### src/inc/led_dimmer_pkg.sv
// Purpose: Shared constants and types of the sixteen channel LED dimmer
// Assumes: Register indices are word indices; byte address is four times the index
// Notes:   All widths and positions used by more than one file live here

package led_dimmer_pkg;

    localparam int          CHANNELS        = 16;
    localparam int          DUTY_W          = 8;
    localparam int          ADDR_W          = 18;

    localparam logic [15:0] IDX_CONFIG      = 16'hA04C;
    localparam logic [15:0] IDX_SCALE       = 16'hA04D;
    localparam logic [15:0] IDX_FLAGS       = 16'hA04E;
    localparam logic [15:0] IDX_TRIGGER     = 16'hA04F;
    localparam logic [15:0] IDX_DUTY0       = 16'hA0A0;

    localparam int          CFG_ENABLE_BIT  = 7;
    localparam int          CFG_MODE_BIT    = 6;
    localparam int          CFG_GROUP_BIT   = 4;
    localparam int          CFG_TRIG_EN_BIT = 1;
    localparam int          CFG_ZERO_EN_BIT = 0;

    localparam int          FLAG_SYNC_BIT   = 7;
    localparam int          FLAG_TRIG_BIT   = 1;
    localparam int          FLAG_ZERO_BIT   = 0;

    localparam logic [7:0]  CONFIG_RESET    = 8'h00;
    localparam logic [7:0]  SCALE_RESET     = 8'h00;
    localparam logic [7:0]  TRIGGER_RESET   = 8'h00;
    localparam logic [7:0]  DUTY_RESET      = 8'h00;
    localparam logic [7:0]  COUNT_LAST      = 8'hFF;

    localparam logic [1:0]  RESP_OKAY       = 2'h0;
    localparam logic [1:0]  RESP_SLVERR     = 2'h2;

    typedef enum logic [1:0] {
        ST_IDLE  = 2'b00,
        ST_RUN   = 2'b01,
        ST_DRAIN = 2'b11
    } run_state_t;

endpackage : led_dimmer_pkg

### src/inc/dimmer_link_if.sv
// Purpose: Carries counter, run state and active duties from the core to the output bank
// Assumes: One clock domain
// Notes:   Core drives everything; the bank only reads

`timescale 1ns/1ps
`default_nettype none

interface dimmer_link_if;
    logic [7:0]                                          count;
    logic                                                running;
    logic                                                idle_level;
    logic [led_dimmer_pkg::CHANNELS-1:0][led_dimmer_pkg::DUTY_W-1:0] duty_active;

    modport core (output count, output running, output idle_level, output duty_active);
    modport bank (input count, input running, input idle_level, input duty_active);
endinterface : dimmer_link_if

`default_nettype wire

### src/hw/led_dimmer.sv
// Purpose: Sixteen channel 8-bit LED dimmer with AXI4-Lite register access
// Assumes: Single clock, synchronous active low reset, one outstanding access per direction
// Notes:   Register byte address is four times the register index; data in bits 7:0

`timescale 1ns/1ps
`default_nettype none

module led_dimmer (
    input  wire logic                                  aclk,
    input  wire logic                                  aresetn,
    input  wire logic [led_dimmer_pkg::ADDR_W-1:0]     s_axi_awaddr,
    input  wire logic                                  s_axi_awvalid,
    output logic                                       s_axi_awready,
    input  wire logic [31:0]                           s_axi_wdata,
    input  wire logic [3:0]                            s_axi_wstrb,
    input  wire logic                                  s_axi_wvalid,
    output logic                                       s_axi_wready,
    output logic [1:0]                                 s_axi_bresp,
    output logic                                       s_axi_bvalid,
    input  wire logic                                  s_axi_bready,
    input  wire logic [led_dimmer_pkg::ADDR_W-1:0]     s_axi_araddr,
    input  wire logic                                  s_axi_arvalid,
    output logic                                       s_axi_arready,
    output logic [31:0]                                s_axi_rdata,
    output logic [1:0]                                 s_axi_rresp,
    output logic                                       s_axi_rvalid,
    input  wire logic                                  s_axi_rready,
    output logic [led_dimmer_pkg::CHANNELS-1:0]        led_out,
    output logic                                       irq
);

    localparam int N = led_dimmer_pkg::CHANNELS;

    // Register decode shared by the write and read paths
    function automatic logic [4:0] decode(input logic [led_dimmer_pkg::ADDR_W-1:0] addr);
        logic [15:0] idx;
        idx = addr[led_dimmer_pkg::ADDR_W-1:2];
        decode = 5'h1F;
        if (idx == led_dimmer_pkg::IDX_CONFIG) begin
            decode = 5'h10;
        end else if (idx == led_dimmer_pkg::IDX_SCALE) begin
            decode = 5'h11;
        end else if (idx == led_dimmer_pkg::IDX_FLAGS) begin
            decode = 5'h12;
        end else if (idx == led_dimmer_pkg::IDX_TRIGGER) begin
            decode = 5'h13;
        end else if (idx >= led_dimmer_pkg::IDX_DUTY0 && idx < led_dimmer_pkg::IDX_DUTY0 + 16'(N)) begin
            decode = {1'b0, 4'(idx - led_dimmer_pkg::IDX_DUTY0)};
        end
    endfunction : decode

    // Bus state
    logic                                 aw_held_q, aw_held_d;
    logic                                 w_held_q, w_held_d;
    logic [led_dimmer_pkg::ADDR_W-1:0]    awaddr_q, awaddr_d;
    logic [7:0]                           wdata_q, wdata_d;
    logic                                 wlane_q, wlane_d;
    logic                                 bvalid_q, bvalid_d;
    logic [1:0]                           bresp_q, bresp_d;
    logic                                 rvalid_q, rvalid_d;
    logic [1:0]                           rresp_q, rresp_d;
    logic [31:0]                          rdata_q, rdata_d;
    logic                                 wr_fire;
    logic [4:0]                           wr_sel;
    logic [4:0]                           rd_sel;

    // Register and engine state
    logic [7:0]                           config_q, config_d;
    logic [7:0]                           scale_q, scale_d;
    logic [7:0]                           trigger_q, trigger_d;
    logic [N-1:0][7:0]                    duty_buf_q, duty_buf_d;
    logic [N-1:0][7:0]                    duty_act_q, duty_act_d;
    logic                                 sync_q, sync_d;
    logic                                 trig_flag_q, trig_flag_d;
    logic                                 zero_flag_q, zero_flag_d;
    logic [7:0]                           count_q, count_d;
    led_dimmer_pkg::run_state_t           state_q, state_d;
    logic                                 tick;
    logic                                 cycle_start;
    logic                                 enable;
    logic                                 group_en;

    assign enable   = config_q[led_dimmer_pkg::CFG_ENABLE_BIT];
    assign group_en = config_q[led_dimmer_pkg::CFG_GROUP_BIT];
    assign wr_fire  = aw_held_q && w_held_q && !bvalid_q;
    assign wr_sel   = decode(awaddr_q);
    assign rd_sel   = decode(s_axi_araddr);

    assign s_axi_awready = !aw_held_q && !bvalid_q;
    assign s_axi_wready  = !w_held_q && !bvalid_q;
    assign s_axi_arready = !rvalid_q;
    assign s_axi_bvalid  = bvalid_q;
    assign s_axi_bresp   = bresp_q;
    assign s_axi_rvalid  = rvalid_q;
    assign s_axi_rresp   = rresp_q;
    assign s_axi_rdata   = rdata_q;

    // AXI4-Lite handshakes
    always_comb begin
        aw_held_d = aw_held_q;
        w_held_d  = w_held_q;
        awaddr_d  = awaddr_q;
        wdata_d   = wdata_q;
        wlane_d   = wlane_q;
        bvalid_d  = bvalid_q;
        bresp_d   = bresp_q;
        rvalid_d  = rvalid_q;
        rresp_d   = rresp_q;
        rdata_d   = rdata_q;
        if (s_axi_awvalid && s_axi_awready) begin
            aw_held_d = 1'b1;
            awaddr_d  = s_axi_awaddr;
        end
        if (s_axi_wvalid && s_axi_wready) begin
            w_held_d = 1'b1;
            wdata_d  = s_axi_wdata[7:0];
            wlane_d  = s_axi_wstrb[0];
        end
        if (wr_fire) begin
            aw_held_d = 1'b0;
            w_held_d  = 1'b0;
            bvalid_d  = 1'b1;
            bresp_d   = (wr_sel == 5'h1F) ? led_dimmer_pkg::RESP_SLVERR : led_dimmer_pkg::RESP_OKAY;
        end else if (bvalid_q && s_axi_bready) begin
            bvalid_d = 1'b0;
        end
        if (s_axi_arvalid && s_axi_arready) begin
            rvalid_d = 1'b1;
            rresp_d  = led_dimmer_pkg::RESP_OKAY;
            rdata_d  = 32'h0000_0000;
            unique case (rd_sel)
                5'h10: rdata_d[7:0] = config_q;
                5'h11: rdata_d[7:0] = scale_q;
                5'h12: rdata_d[7:0] = {sync_q, 5'h00, trig_flag_q, zero_flag_q};
                5'h13: rdata_d[7:0] = trigger_q;
                5'h1F: rresp_d = led_dimmer_pkg::RESP_SLVERR;
                default: rdata_d[7:0] = duty_buf_q[rd_sel[3:0]];
            endcase
        end else if (rvalid_q && s_axi_rready) begin
            rvalid_d = 1'b0;
        end
    end

    always_ff @(posedge aclk) begin
        if (!aresetn) begin
            aw_held_q <= 1'b0;
            w_held_q  <= 1'b0;
            awaddr_q  <= '0;
            wdata_q   <= 8'h00;
            wlane_q   <= 1'b0;
            bvalid_q  <= 1'b0;
            bresp_q   <= led_dimmer_pkg::RESP_OKAY;
            rvalid_q  <= 1'b0;
            rresp_q   <= led_dimmer_pkg::RESP_OKAY;
            rdata_q   <= 32'h0000_0000;
        end else begin
            aw_held_q <= aw_held_d;
            w_held_q  <= w_held_d;
            awaddr_q  <= awaddr_d;
            wdata_q   <= wdata_d;
            wlane_q   <= wlane_d;
            bvalid_q  <= bvalid_d;
            bresp_q   <= bresp_d;
            rvalid_q  <= rvalid_d;
            rresp_q   <= rresp_d;
            rdata_q   <= rdata_d;
        end
    end

    led_dimmer_prescaler u_prescaler (
        .aclk    (aclk),
        .aresetn (aresetn),
        .run     (state_q != led_dimmer_pkg::ST_IDLE),
        .scale   (scale_q),
        .tick    (tick)
    );

    // Counter, run state, duty transfer and flags
    always_comb begin
        logic wr_ok;
        wr_ok       = wr_fire && wlane_q;
        config_d    = config_q;
        scale_d     = scale_q;
        trigger_d   = trigger_q;
        duty_buf_d  = duty_buf_q;
        duty_act_d  = duty_act_q;
        sync_d      = sync_q;
        trig_flag_d = trig_flag_q;
        zero_flag_d = zero_flag_q;
        count_d     = count_q;
        state_d     = state_q;
        cycle_start = 1'b0;

        unique case (state_q)
            led_dimmer_pkg::ST_IDLE: begin
                count_d = 8'h00;
                if (enable) begin
                    state_d     = led_dimmer_pkg::ST_RUN;
                    cycle_start = 1'b1;
                end
            end
            led_dimmer_pkg::ST_RUN, led_dimmer_pkg::ST_DRAIN: begin
                if (tick) begin
                    count_d = count_q + 8'h01;
                    if (count_q == led_dimmer_pkg::COUNT_LAST) begin
                        if (enable) begin
                            cycle_start = 1'b1;
                        end else begin
                            state_d = led_dimmer_pkg::ST_IDLE;
                        end
                    end
                end
                if (!enable && state_d != led_dimmer_pkg::ST_IDLE) begin
                    state_d = led_dimmer_pkg::ST_DRAIN;
                end else if (enable && state_q == led_dimmer_pkg::ST_DRAIN) begin
                    state_d = led_dimmer_pkg::ST_RUN;
                end
            end
            default: state_d = led_dimmer_pkg::ST_IDLE;
        endcase

        if (state_q == led_dimmer_pkg::ST_IDLE) begin
            duty_act_d = duty_buf_q;
            sync_d     = 1'b0;
        end else if (cycle_start && (!group_en || sync_q)) begin
            duty_act_d = duty_buf_q;
            sync_d     = 1'b0;
        end

        if (tick && state_q != led_dimmer_pkg::ST_IDLE && count_q == trigger_q) begin
            trig_flag_d = 1'b1;
        end
        if (cycle_start) begin
            zero_flag_d = 1'b1;
        end

        if (wr_ok) begin
            unique case (wr_sel)
                5'h10: config_d  = wdata_q;
                5'h11: scale_d   = wdata_q;
                5'h13: trigger_d = wdata_q;
                5'h12: begin
                    if (wdata_q[led_dimmer_pkg::FLAG_SYNC_BIT]) begin
                        sync_d = 1'b1;
                    end
                    if (wdata_q[led_dimmer_pkg::FLAG_ZERO_BIT] && !cycle_start) begin
                        zero_flag_d = 1'b0;
                    end
                end
                5'h1F: ;
                default: duty_buf_d[wr_sel[3:0]] = wdata_q;
            endcase
        end
        // Trigger flag clear keeps a hit in the same cycle
        if (wr_ok && wr_sel == 5'h12 && wdata_q[led_dimmer_pkg::FLAG_TRIG_BIT]) begin
            trig_flag_d = tick && state_q != led_dimmer_pkg::ST_IDLE && count_q == trigger_q;
        end
    end

    always_ff @(posedge aclk) begin
        if (!aresetn) begin
            config_q    <= led_dimmer_pkg::CONFIG_RESET;
            scale_q     <= led_dimmer_pkg::SCALE_RESET;
            trigger_q   <= led_dimmer_pkg::TRIGGER_RESET;
            duty_buf_q  <= {N{led_dimmer_pkg::DUTY_RESET}};
            duty_act_q  <= {N{led_dimmer_pkg::DUTY_RESET}};
            sync_q      <= 1'b0;
            trig_flag_q <= 1'b0;
            zero_flag_q <= 1'b0;
            count_q     <= 8'h00;
            state_q     <= led_dimmer_pkg::ST_IDLE;
        end else begin
            config_q    <= config_d;
            scale_q     <= scale_d;
            trigger_q   <= trigger_d;
            duty_buf_q  <= duty_buf_d;
            duty_act_q  <= duty_act_d;
            sync_q      <= sync_d;
            trig_flag_q <= trig_flag_d;
            zero_flag_q <= zero_flag_d;
            count_q     <= count_d;
            state_q     <= state_d;
        end
    end

    // Flags gated by their enable bits onto one level interrupt
    assign irq = (trig_flag_q && config_q[led_dimmer_pkg::CFG_TRIG_EN_BIT])
              || (zero_flag_q && config_q[led_dimmer_pkg::CFG_ZERO_EN_BIT]);

    dimmer_link_if link ();

    assign link.count       = count_q;
    assign link.running     = state_q != led_dimmer_pkg::ST_IDLE;
    assign link.idle_level  = config_q[led_dimmer_pkg::CFG_MODE_BIT];
    assign link.duty_active = duty_act_q;

    led_dimmer_bank u_bank (
        .aclk    (aclk),
        .aresetn (aresetn),
        .link    (link.bank),
        .led_out (led_out)
    );

endmodule : led_dimmer

`default_nettype wire

### src/hw/led_dimmer_bank.sv
// Purpose: Sixteen compare channels producing the registered LED outputs
// Assumes: Active duties change only at a cycle start while running
// Notes:   Even channels lead the cycle, odd channels trail it

`timescale 1ns/1ps
`default_nettype none

module led_dimmer_bank (
    input  wire logic                                 aclk,
    input  wire logic                                 aresetn,
    dimmer_link_if.bank                               link,
    output logic [led_dimmer_pkg::CHANNELS-1:0]       led_out
);

    logic [led_dimmer_pkg::CHANNELS-1:0] out_d;

    genvar ch;
    generate
        for (ch = 0; ch < led_dimmer_pkg::CHANNELS; ch++) begin : g_chan
            always_comb begin
                if (!link.running) begin
                    out_d[ch] = link.idle_level;
                end else if (ch % 2 == 0) begin
                    out_d[ch] = link.count < link.duty_active[ch];
                end else begin
                    out_d[ch] = (8'hFF - link.count) < link.duty_active[ch];
                end
            end
        end
    endgenerate

    always_ff @(posedge aclk) begin
        if (!aresetn) begin
            led_out <= '0;
        end else begin
            led_out <= out_d;
        end
    end

endmodule : led_dimmer_bank

`default_nettype wire

### src/hw/led_dimmer_prescaler.sv
// Purpose: Divides the system clock into a one-cycle count tick
// Assumes: Scale value is stable or changes take effect in the current period
// Notes:   Tick period is scale plus one clock cycles

`timescale 1ns/1ps
`default_nettype none

module led_dimmer_prescaler (
    input  wire logic       aclk,
    input  wire logic       aresetn,
    input  wire logic       run,
    input  wire logic [7:0] scale,
    output logic            tick
);

    logic [7:0] div_q;
    logic [7:0] div_d;

    always_comb begin
        div_d = div_q;
        tick  = 1'b0;
        if (!run) begin
            div_d = 8'h00;
        end else if (div_q >= scale) begin
            div_d = 8'h00;
            tick  = 1'b1;
        end else begin
            div_d = div_q + 8'h01;
        end
    end

    always_ff @(posedge aclk) begin
        if (!aresetn) begin
            div_q <= 8'h00;
        end else begin
            div_q <= div_d;
        end
    end

endmodule : led_dimmer_prescaler

`default_nettype wire

### config.mk
export PLATFORM = sky130hd
export DESIGN_NAME = led_dimmer
export DESIGN_NICKNAME = d
export VERILOG_FILES = /design/src/inc/led_dimmer_pkg.sv /design/src/inc/dimmer_link_if.sv /design/src/hw/led_dimmer.sv /design/src/hw/led_dimmer_bank.sv /design/src/hw/led_dimmer_prescaler.sv
export SDC_FILE = /design/constraint.sdc
export NUM_CORES = 1
export LEC_CHECK = 0
export ABC_AREA = 1
export BUFFER_PORTS_ARGS = -buffer_cell sky130_fd_sc_hd__buf_2
export CELL_PAD_IN_SITES_DETAIL_PLACEMENT = 1
export CELL_PAD_IN_SITES_GLOBAL_PLACEMENT = 1
export CORE_MARGIN = 2
export CORE_UTILIZATION = 40
export DETAILED_ROUTE_END_ITERATION = 7
export PLACE_DENSITY_LB_ADDON = 0.08
export SLEW_MARGIN = 25
export SYNTH_ARGS = -nofsm -noshare
export SYNTH_HDL_FRONTEND = slang
export SYNTH_HIERARCHICAL = 1
export SYNTH_SLANG_ARGS = --single-unit
### constraint.sdc
create_clock -name aclk -period 3.2 [get_ports aclk]
set_input_delay 0.64 -clock aclk [delete_from_list [all_inputs] [get_ports aclk]]
set_output_delay 0.64 -clock aclk [all_outputs]
set_load 0.02 [all_outputs]
# Word level (Yosys, flattened, before mapping)
# Cells that the tools add are included.
# W data, S select, Z words.
[op_classes]
add_sub_neg = 5
n_lt_le_gt_ge = 24
eq_ne = 24
mux = 67
bitwise_logic = 3
n_reduce_logical = 49
[ops]
columns = ["op", "count"]
rows = [
  ["$mux W128", 2],
  ["$bwmux W128", 1],
  ["$eq A16 B16 Y1 const B", 8],
  ["$lt A8 B8 Y1", 16],
  ["$eq A5 B5 Y1 const B", 10],
  ["$mux W5", 10],
  ["$pmux W8 S5", 1],
  ["$mux W1", 36],
  ["$bmux W8 S4", 1],
  ["$demux W8 S4", 1],
  ["$ge A16 B16 Y1 const B", 2],
  ["$lt A16 B16 Y1 const B", 2],
  ["$mux W8", 3],
  ["$logic_and A1 B1 Y1", 23],
  ["$mux W2", 9],
  ["$add A8 B1 Y8 const B", 2],
  ["$pmux W8 S2", 1],
  ["$reduce_bool A2 Y1", 7],
  ["$lt A4 B5 Y1 const B", 2],
  ["$reduce_and A2 Y1", 5],
  ["$eq A8 B8 Y1", 1],
  ["$eq A8 B8 Y1 const B", 1],
  ["$ge A8 B8 Y1", 1],
  ["$sub A4 B1 Y4 const B", 2],
  ["14 further kinds", 25],
]
[totals]
ff_bits = 360

# Depth between registers and ports, before layout
[logic_depth]
ltp_word = 12
depth_mapped = 20

# Cells and area by module
# The synthesis kept the hierarchy.
[by_module_without_submodules]
columns = ["module", "n_inst", "cells_per_inst", "area_each_um2"]
rows = [
  ["led_dimmer", 1, 1960, 14191.1],
  ["led_dimmer_bank", 1, 559, 3453.3],
  ["led_dimmer_prescaler", 1, 78, 565.5],
]

# Least setup slack after synthesis
# No wires, ideal clock.
[synth_timing]
kind = "input to register"
startpoint = "input s_axi_araddr[15] (netlist name)"
endpoint = "register rdata_q[5], in the netlist s_axi_rdata[5]"
setup_time_ps = 70
arrival_time_ps = 2176
t_required_ps = 3130
setup_slack_ps = 954
cell_stages = 17
path_buffers = 2
path_cell_list = "nand2_1 -> inv_2 -> nand2_1 -> nor2_1 -> buf_4 -> nand3_1 -> nand3_2 -> nor2_2 -> clkbuf_1 -> nand2_1 -> nand2_1 -> nor2_1 -> nand2_1 -> nand3_1 -> nand3_1 -> nand2_1 -> a21oi_1"
[synth_between]
elab_chain_cells = 10
[synth_rtl]
columns = ["item", "line", "text"]
rows = [
  ["from (decl)", "led_dimmer.sv:21", "input wire logic [led_dimmer_pkg::ADDR_W-1:0] s_axi_araddr,"],
  ["$ge A16 B16 Y1 or $lt A16 B16 Y1 (tied branches)", "led_dimmer.sv:47", "end else if (idx >= led_dimmer_pkg::IDX_DUTY0 && idx < led_dimmer_pkg::IDX_DUTY0 + 16'(N)) begin"],
  ["$logic_and A1 B1 Y1", "led_dimmer.sv:47", ""],
  ["$mux W5", "led_dimmer.sv:47", ""],
  ["$mux W5", "led_dimmer.sv:45", "end else if (idx == led_dimmer_pkg::IDX_TRIGGER) begin"],
  ["$mux W5", "led_dimmer.sv:43", "end else if (idx == led_dimmer_pkg::IDX_FLAGS) begin"],
  ["$mux W5", "led_dimmer.sv:41", "end else if (idx == led_dimmer_pkg::IDX_SCALE) begin"],
  ["$mux W5 *", "led_dimmer.sv:39", "if (idx == led_dimmer_pkg::IDX_CONFIG) begin"],
  ["$bmux W8 S4", "led_dimmer.sv:137", "default: rdata_d[7:0] = duty_buf_q[rd_sel[3:0]];"],
  ["$mux W8 (implied by the code)", "led_dimmer.sv:137", ""],
  ["$pmux W8 S5 *", "led_dimmer.sv:131", "unique case (rd_sel)"],
  ["to (signal assigned)", "led_dimmer.sv:166", "rdata_q <= rdata_d;"],
  ["to (decl)", "led_dimmer.sv:62", "logic [31:0] rdata_q, rdata_d;"],
]
# Every way passes the cells marked *; elsewhere a longest branch is shown, timed or not. The select of a mux whose other input is x is not followed.
# A chain may end at the register's enable or synchronous reset.

# Worst setup path after layout
[layout_timing]
startpoint = "register scale_q[7]"
endpoint = "register duty_act_q[112] (netlist name)"
[layout_between]
elab_chain_cells = 7
[layout_rtl]
columns = ["item", "line", "text"]
rows = [
  ["from (decl)", "led_dimmer.sv:69", "logic [7:0] scale_q, scale_d;"],
  ["from (signal assigned)", "led_dimmer.sv:263", "scale_q <= led_dimmer_pkg::SCALE_RESET;"],
  ["from (signal assigned)", "led_dimmer.sv:274", "scale_q <= scale_d;"],
  ["$ge A8 B8 Y1", "led_dimmer_prescaler.sv:24", "end else if (div_q >= scale) begin"],
  ["$mux W1", "led_dimmer_prescaler.sv:24", ""],
  ["$mux W1", "led_dimmer_prescaler.sv:22", "if (!run) begin"],
  ["via tick", "led_dimmer.sv:78", "logic tick;"],
  ["$mux W1", "led_dimmer.sv:203", "if (tick) begin"],
  ["$pmux W1 S2", "led_dimmer.sv:194", "unique case (state_q)"],
  ["$logic_and A1 B1 Y1", "led_dimmer.sv:225", "end else if (cycle_start && (!group_en || sync_q)) begin"],
  ["$reduce_bool A2 Y1 (no source line)", "--", ""],
  ["to (signal assigned)", "led_dimmer.sv:266", "duty_act_q <= {N{led_dimmer_pkg::DUTY_RESET}};"],
  ["to (signal assigned)", "led_dimmer.sv:277", "duty_act_q <= duty_act_d;"],
  ["to (decl)", "led_dimmer.sv:72", "logic [N-1:0][7:0] duty_act_q, duty_act_d;"],
]
# The timed path passes the listed nets, and every way through them passes these cells.

==> results by stage <==
Run status:
- The run finished with clean final reports.

Route:
- In the routed design, unresolved DRC markers number 0.
- The count of nets left with antenna violations once routing finished came out at 0.
- The topmost layer with routed signal wires is met4.
- The number of DRC markers in iteration 0 is around 960.
- The routed design has 67.3 mm of wire.
- Dividing the detail-routed wire length by the instance count gives between 20 and 25 um.
- The ratio of routed vias to standard cells is around 5.3.
- The routed length on met2 is approximately 31 mm.
- In the final routing, the length of wire on met1 measures approximately 30 mm.
- For this block, the via count after detailed routing is between 15000 and 20000.
- The routed design uses between 2 and 3 mm of met3 wire.
- The first TritonRoute pass finished after 5 iterations.

Yosys:
- The post-synthesis sequential element count is 356.
- The async set-or-reset flop fraction in the synthesized netlist is 0.
- Counting instances in the post-synthesis netlist gives the leading cell types as nand2_1, nor2_1, dfxtp_1.
- The share of synthesized area in the top cell type comes to 0.391.
- The cell count after synthesis came out at around 2600.
- The post-synth design cell area is around 18000 sq um.
- The number of different library cells used by synthesis comes to 46.
- During synthesis, Yosys emitted a total of 6 warnings.
- The count of flip-flops with a built-in enable after synthesis is 0.
- The mean cell area of the mapped netlist is about 7.0 sq um.
- The most numerous cell in the Yosys netlist is nand2_1.
- The top flip-flop cell by instance count after synthesis is dfxtp_1.
- For this run, the register share of the synthesized area comes to 0.391.
- Ranked by total cell area, the synthesized netlist is headed by dfxtp_1, nand2_1, ha_1.
- The biggest area consumer among synthesized cells is dfxtp_1.

STA:
- Setup repair after global routing left no endpoint under its margin.
- The number of endpoints with negative hold slack in the final report was 0.
- Between clock sinks in the finished design, the worst skew comes to around 0.016 ns.
- In the finished design, the share of the clock period the worst path needs comes to 0.919.
- The fmax is around 340 MHz.
- Setup violations remaining at the end of the flow were counted as 0.
- Summed over all failing endpoints, the final setup total negative slack is 0 ns.
- The routed design could run at a clock period as short as roughly 2.9 ns.
- The tightest slew margin relative to the limit is 0.301.
- The max-slew violation count came to 0.
- The transition time at the pin with the least slew margin is 1.05 ns.

Power and ir drop:
- Summed over all nets, the switching power comes to between 2 and 2.5 mW.
- The part of the power in registers is 0.460.
- IR analysis of the VDD net gives a maximum drop of 0.372 mV.
- The share of power burned in the clock network is 0.498.
- Of the total power, combinational logic draws 0.042.
- The power density over cell area is 476 nW/um^2.
- Of the total power, the share spent switching nets is 0.238.
- The leakage power of the design is around 9.0 nW.
- The internal cell power is about 7.5 mW.

Floorplan:
- In this run the count of I/O pins placed on the die edge is roughly 140.
- The horizontal die dimension is around 220 um.
- The die extent in y is around 220 um.
- The number of standard-cell rows in the floorplan is 78.
- The initial utilization of the core area, before any placement, comes to 0.403.
- The die area is approximately 47000 sq um.
- In this run the standard cell core region covers between 40000 and 50000 sq um.

Setup path:
- The startpoint-to-endpoint class of the critical path is flip-flop to flip-flop.
- Of all nets on the critical path, the largest fanout is 51.
- The largest individual stage delay along the critical path comes from the cell buf_6.
- For the worst setup path, the data arrival time is approximately 3.4 ns.
- Traced cell by cell, the critical path runs through inv_1, ha_1, nand2_1, nor2_1, nand2_1, nand3_1, nand2_1, inv_1, a21oi_1, nor2_1, o21ai_0, nand2_4, buf_6, a21oi_1.
- STA classifies the critical path endpoint as a flip-flop.
- The stage delay of the slowest cell on the critical path is 0.48 ns.
- At the worst endpoint, the required time is approximately 3.6 ns.
- In this design, the critical path's most frequently occurring cell is nand2_1.
- The count of buffer and inverter cells on the critical path is 3.
- Broken down by cell family, the worst path's largest delay share belongs to simple AND/OR/NAND/NOR gates.
- The element type at the critical path start is a flip-flop.

Clock network:
- The cell sitting at the root of the clock tree is a clkbuf_16.
- The total CTS buffers is 42.
- The level count of the clock H-tree is 2.
- The clock drives ~360 sinks.
- The hold buffer count at cts is 0.
- TritonCTS built the clock tree.
- The clock slew at the register clock pins of the worst setup and hold paths is roughly 0.060 ns.
- The source-to-sink clock delay at the later pin of the worst-skew pair is ~0.57 ns.
- No sink is reached through more buffers than the 3 on the longest clock path.

Layout:
- The utilization after layout is 0.458.
- The count of nets after finishing is ~2900.
- The antenna diode count is 0.
- In the final layout, the share of cells above drive strength 1 is 0.0964.
- Counting the fill cells in the layout gives about 5800.
- The area overhead of the layout relative to synthesis is 13.8%.

Global route:
- The number of global-route vias before repair is between 15000 and 20000.
- Summed over all layers, the global routing overflow is 0.
- For this run, the total global-route usage over all layers was measured as 0.274.
- The first-pass GRT wire length is around 100 mm.
- The initial antenna violation count is 0.
- Entering global routing, the biggest net connects 218 pins.

Min path:
- The min-delay analysis places its worst path in the category input port to flip-flop.

Job:
- The count of max-cap constraint violations is 0.

Placement:
- Detailed placement finished with a half-perimeter wire length of roughly 44 mm.
- The port buffer count is just under 80.
- At the end of routability-driven placement, the weighted congestion stood at around 0.9.
==> power groups by stage <==
stage	logic (mW)	clock network [mW]	registers, mW
6_report	0.415	4.91	4.53
5_1_grt	0.452	5.18	4.53
4_1_cts	0.412	5.01	4.53
3_5_place_dp	0.410	0	4.63
3_3_place_gp	0.401	0	4.63
2_1_floorplan	0.283	0	4.58
==> cell usage in the layout, fill, tap and decap left out, drive strengths merged, types with 3 or more instances in the layout <==
cell type  synthesis  routed
clkbuf            71      68
o21a              12      12
clkinv             4      10
nor2             396     396
ha               122     122
buf               78     136
nand2            435     435
xor2               4       4
a31oi              3       3
a21oi            246     246
nor3              22      22
o21ai            221     221
nor4               3       3
nand4             21      21
xnor2              6       6
conb               1      26
dfxtp            356     356
nand3            166     166
inv              356     356
a211oi            63      63
==> registers in the layout (all words and copies together) (netlist names), 2 cells and up <==
register and count:
s_axi_rdata 8, awaddr_q 16, count_q 8, u_bank/led_out 16, wdata_q 8, state_q 2
config_q 8, scale_q 8, u_prescaler/div_q 8, duty_buf_q 128, trigger_q 8, duty_act_q 128
==> cell families after synthesis <==
family	count (synthesis)	synth area share
flops	356	0.391
other cells	1	0.000206
simple gates	1046	0.241
xor+xnor	10	0.00481
fa+ha+maj	122	0.0838
compound gates	553	0.165
buf+inv	509	0.114
==> timing repair <==
action                                  in CTS  in global routing
setup buffers                                0                  1
endpoints found under the setup margin       0                113
resized for setup                            0                  2
==> metal layers <==
metal,vias to the layer above,track usage
met4,0,0.103
li1,8441,-
met2,333,0.453
met1,8495,0.366
met5,-,0
met3,109,0.0356
==> area by class of cell <==
class                           instances  area [sq um]  area share
Timing Repair Buffer                  138           966      0.0466
Clock inverter                          9          95.1     0.00459
Clock buffer                           66          1310      0.0630
Sequential cell                       356          7130       0.344
Multi-Input combinational cell       1757          9110       0.440
Inverter                              360          1360      0.0658
Tap cell                              600           751      0.0362
==> through the flow <==
step	power, mW	cells	hold slack [ns]	instance area (sq um)	worst slack [ns]
finish	9.86	3286	0.257	20700	0.259
global route	10.2	3286	0.273	20700	0.0458
CTS	9.96	3282	0.234	20600	0.0195
detailed placement	5.04	3207	0.413	19200	0.0754
global placement	5.03	3207	0.404	19200	0.194
floorplan	4.87	2622	0.398	18300	0.954
==> final timing paths <==
path,from,end,slack [ns],cells past startpoint
max,scale_q[7]$_SDFFE_PN0P_,duty_act_q[112]$_SDFFE_PN0P_,0.26,14
min,s_axi_bready,s_axi_bvalid$_SDFFE_PN0P_,0.26,2
max reg2reg,scale_q[7]$_SDFFE_PN0P_,duty_act_q[112]$_SDFFE_PN0P_,0.26,14
min reg2reg,config_q[7]$_SDFFE_PN0P_,state_q[1]$_SDFFE_PN0P_,0.42,1
Power figures use the tool's default switching activity.
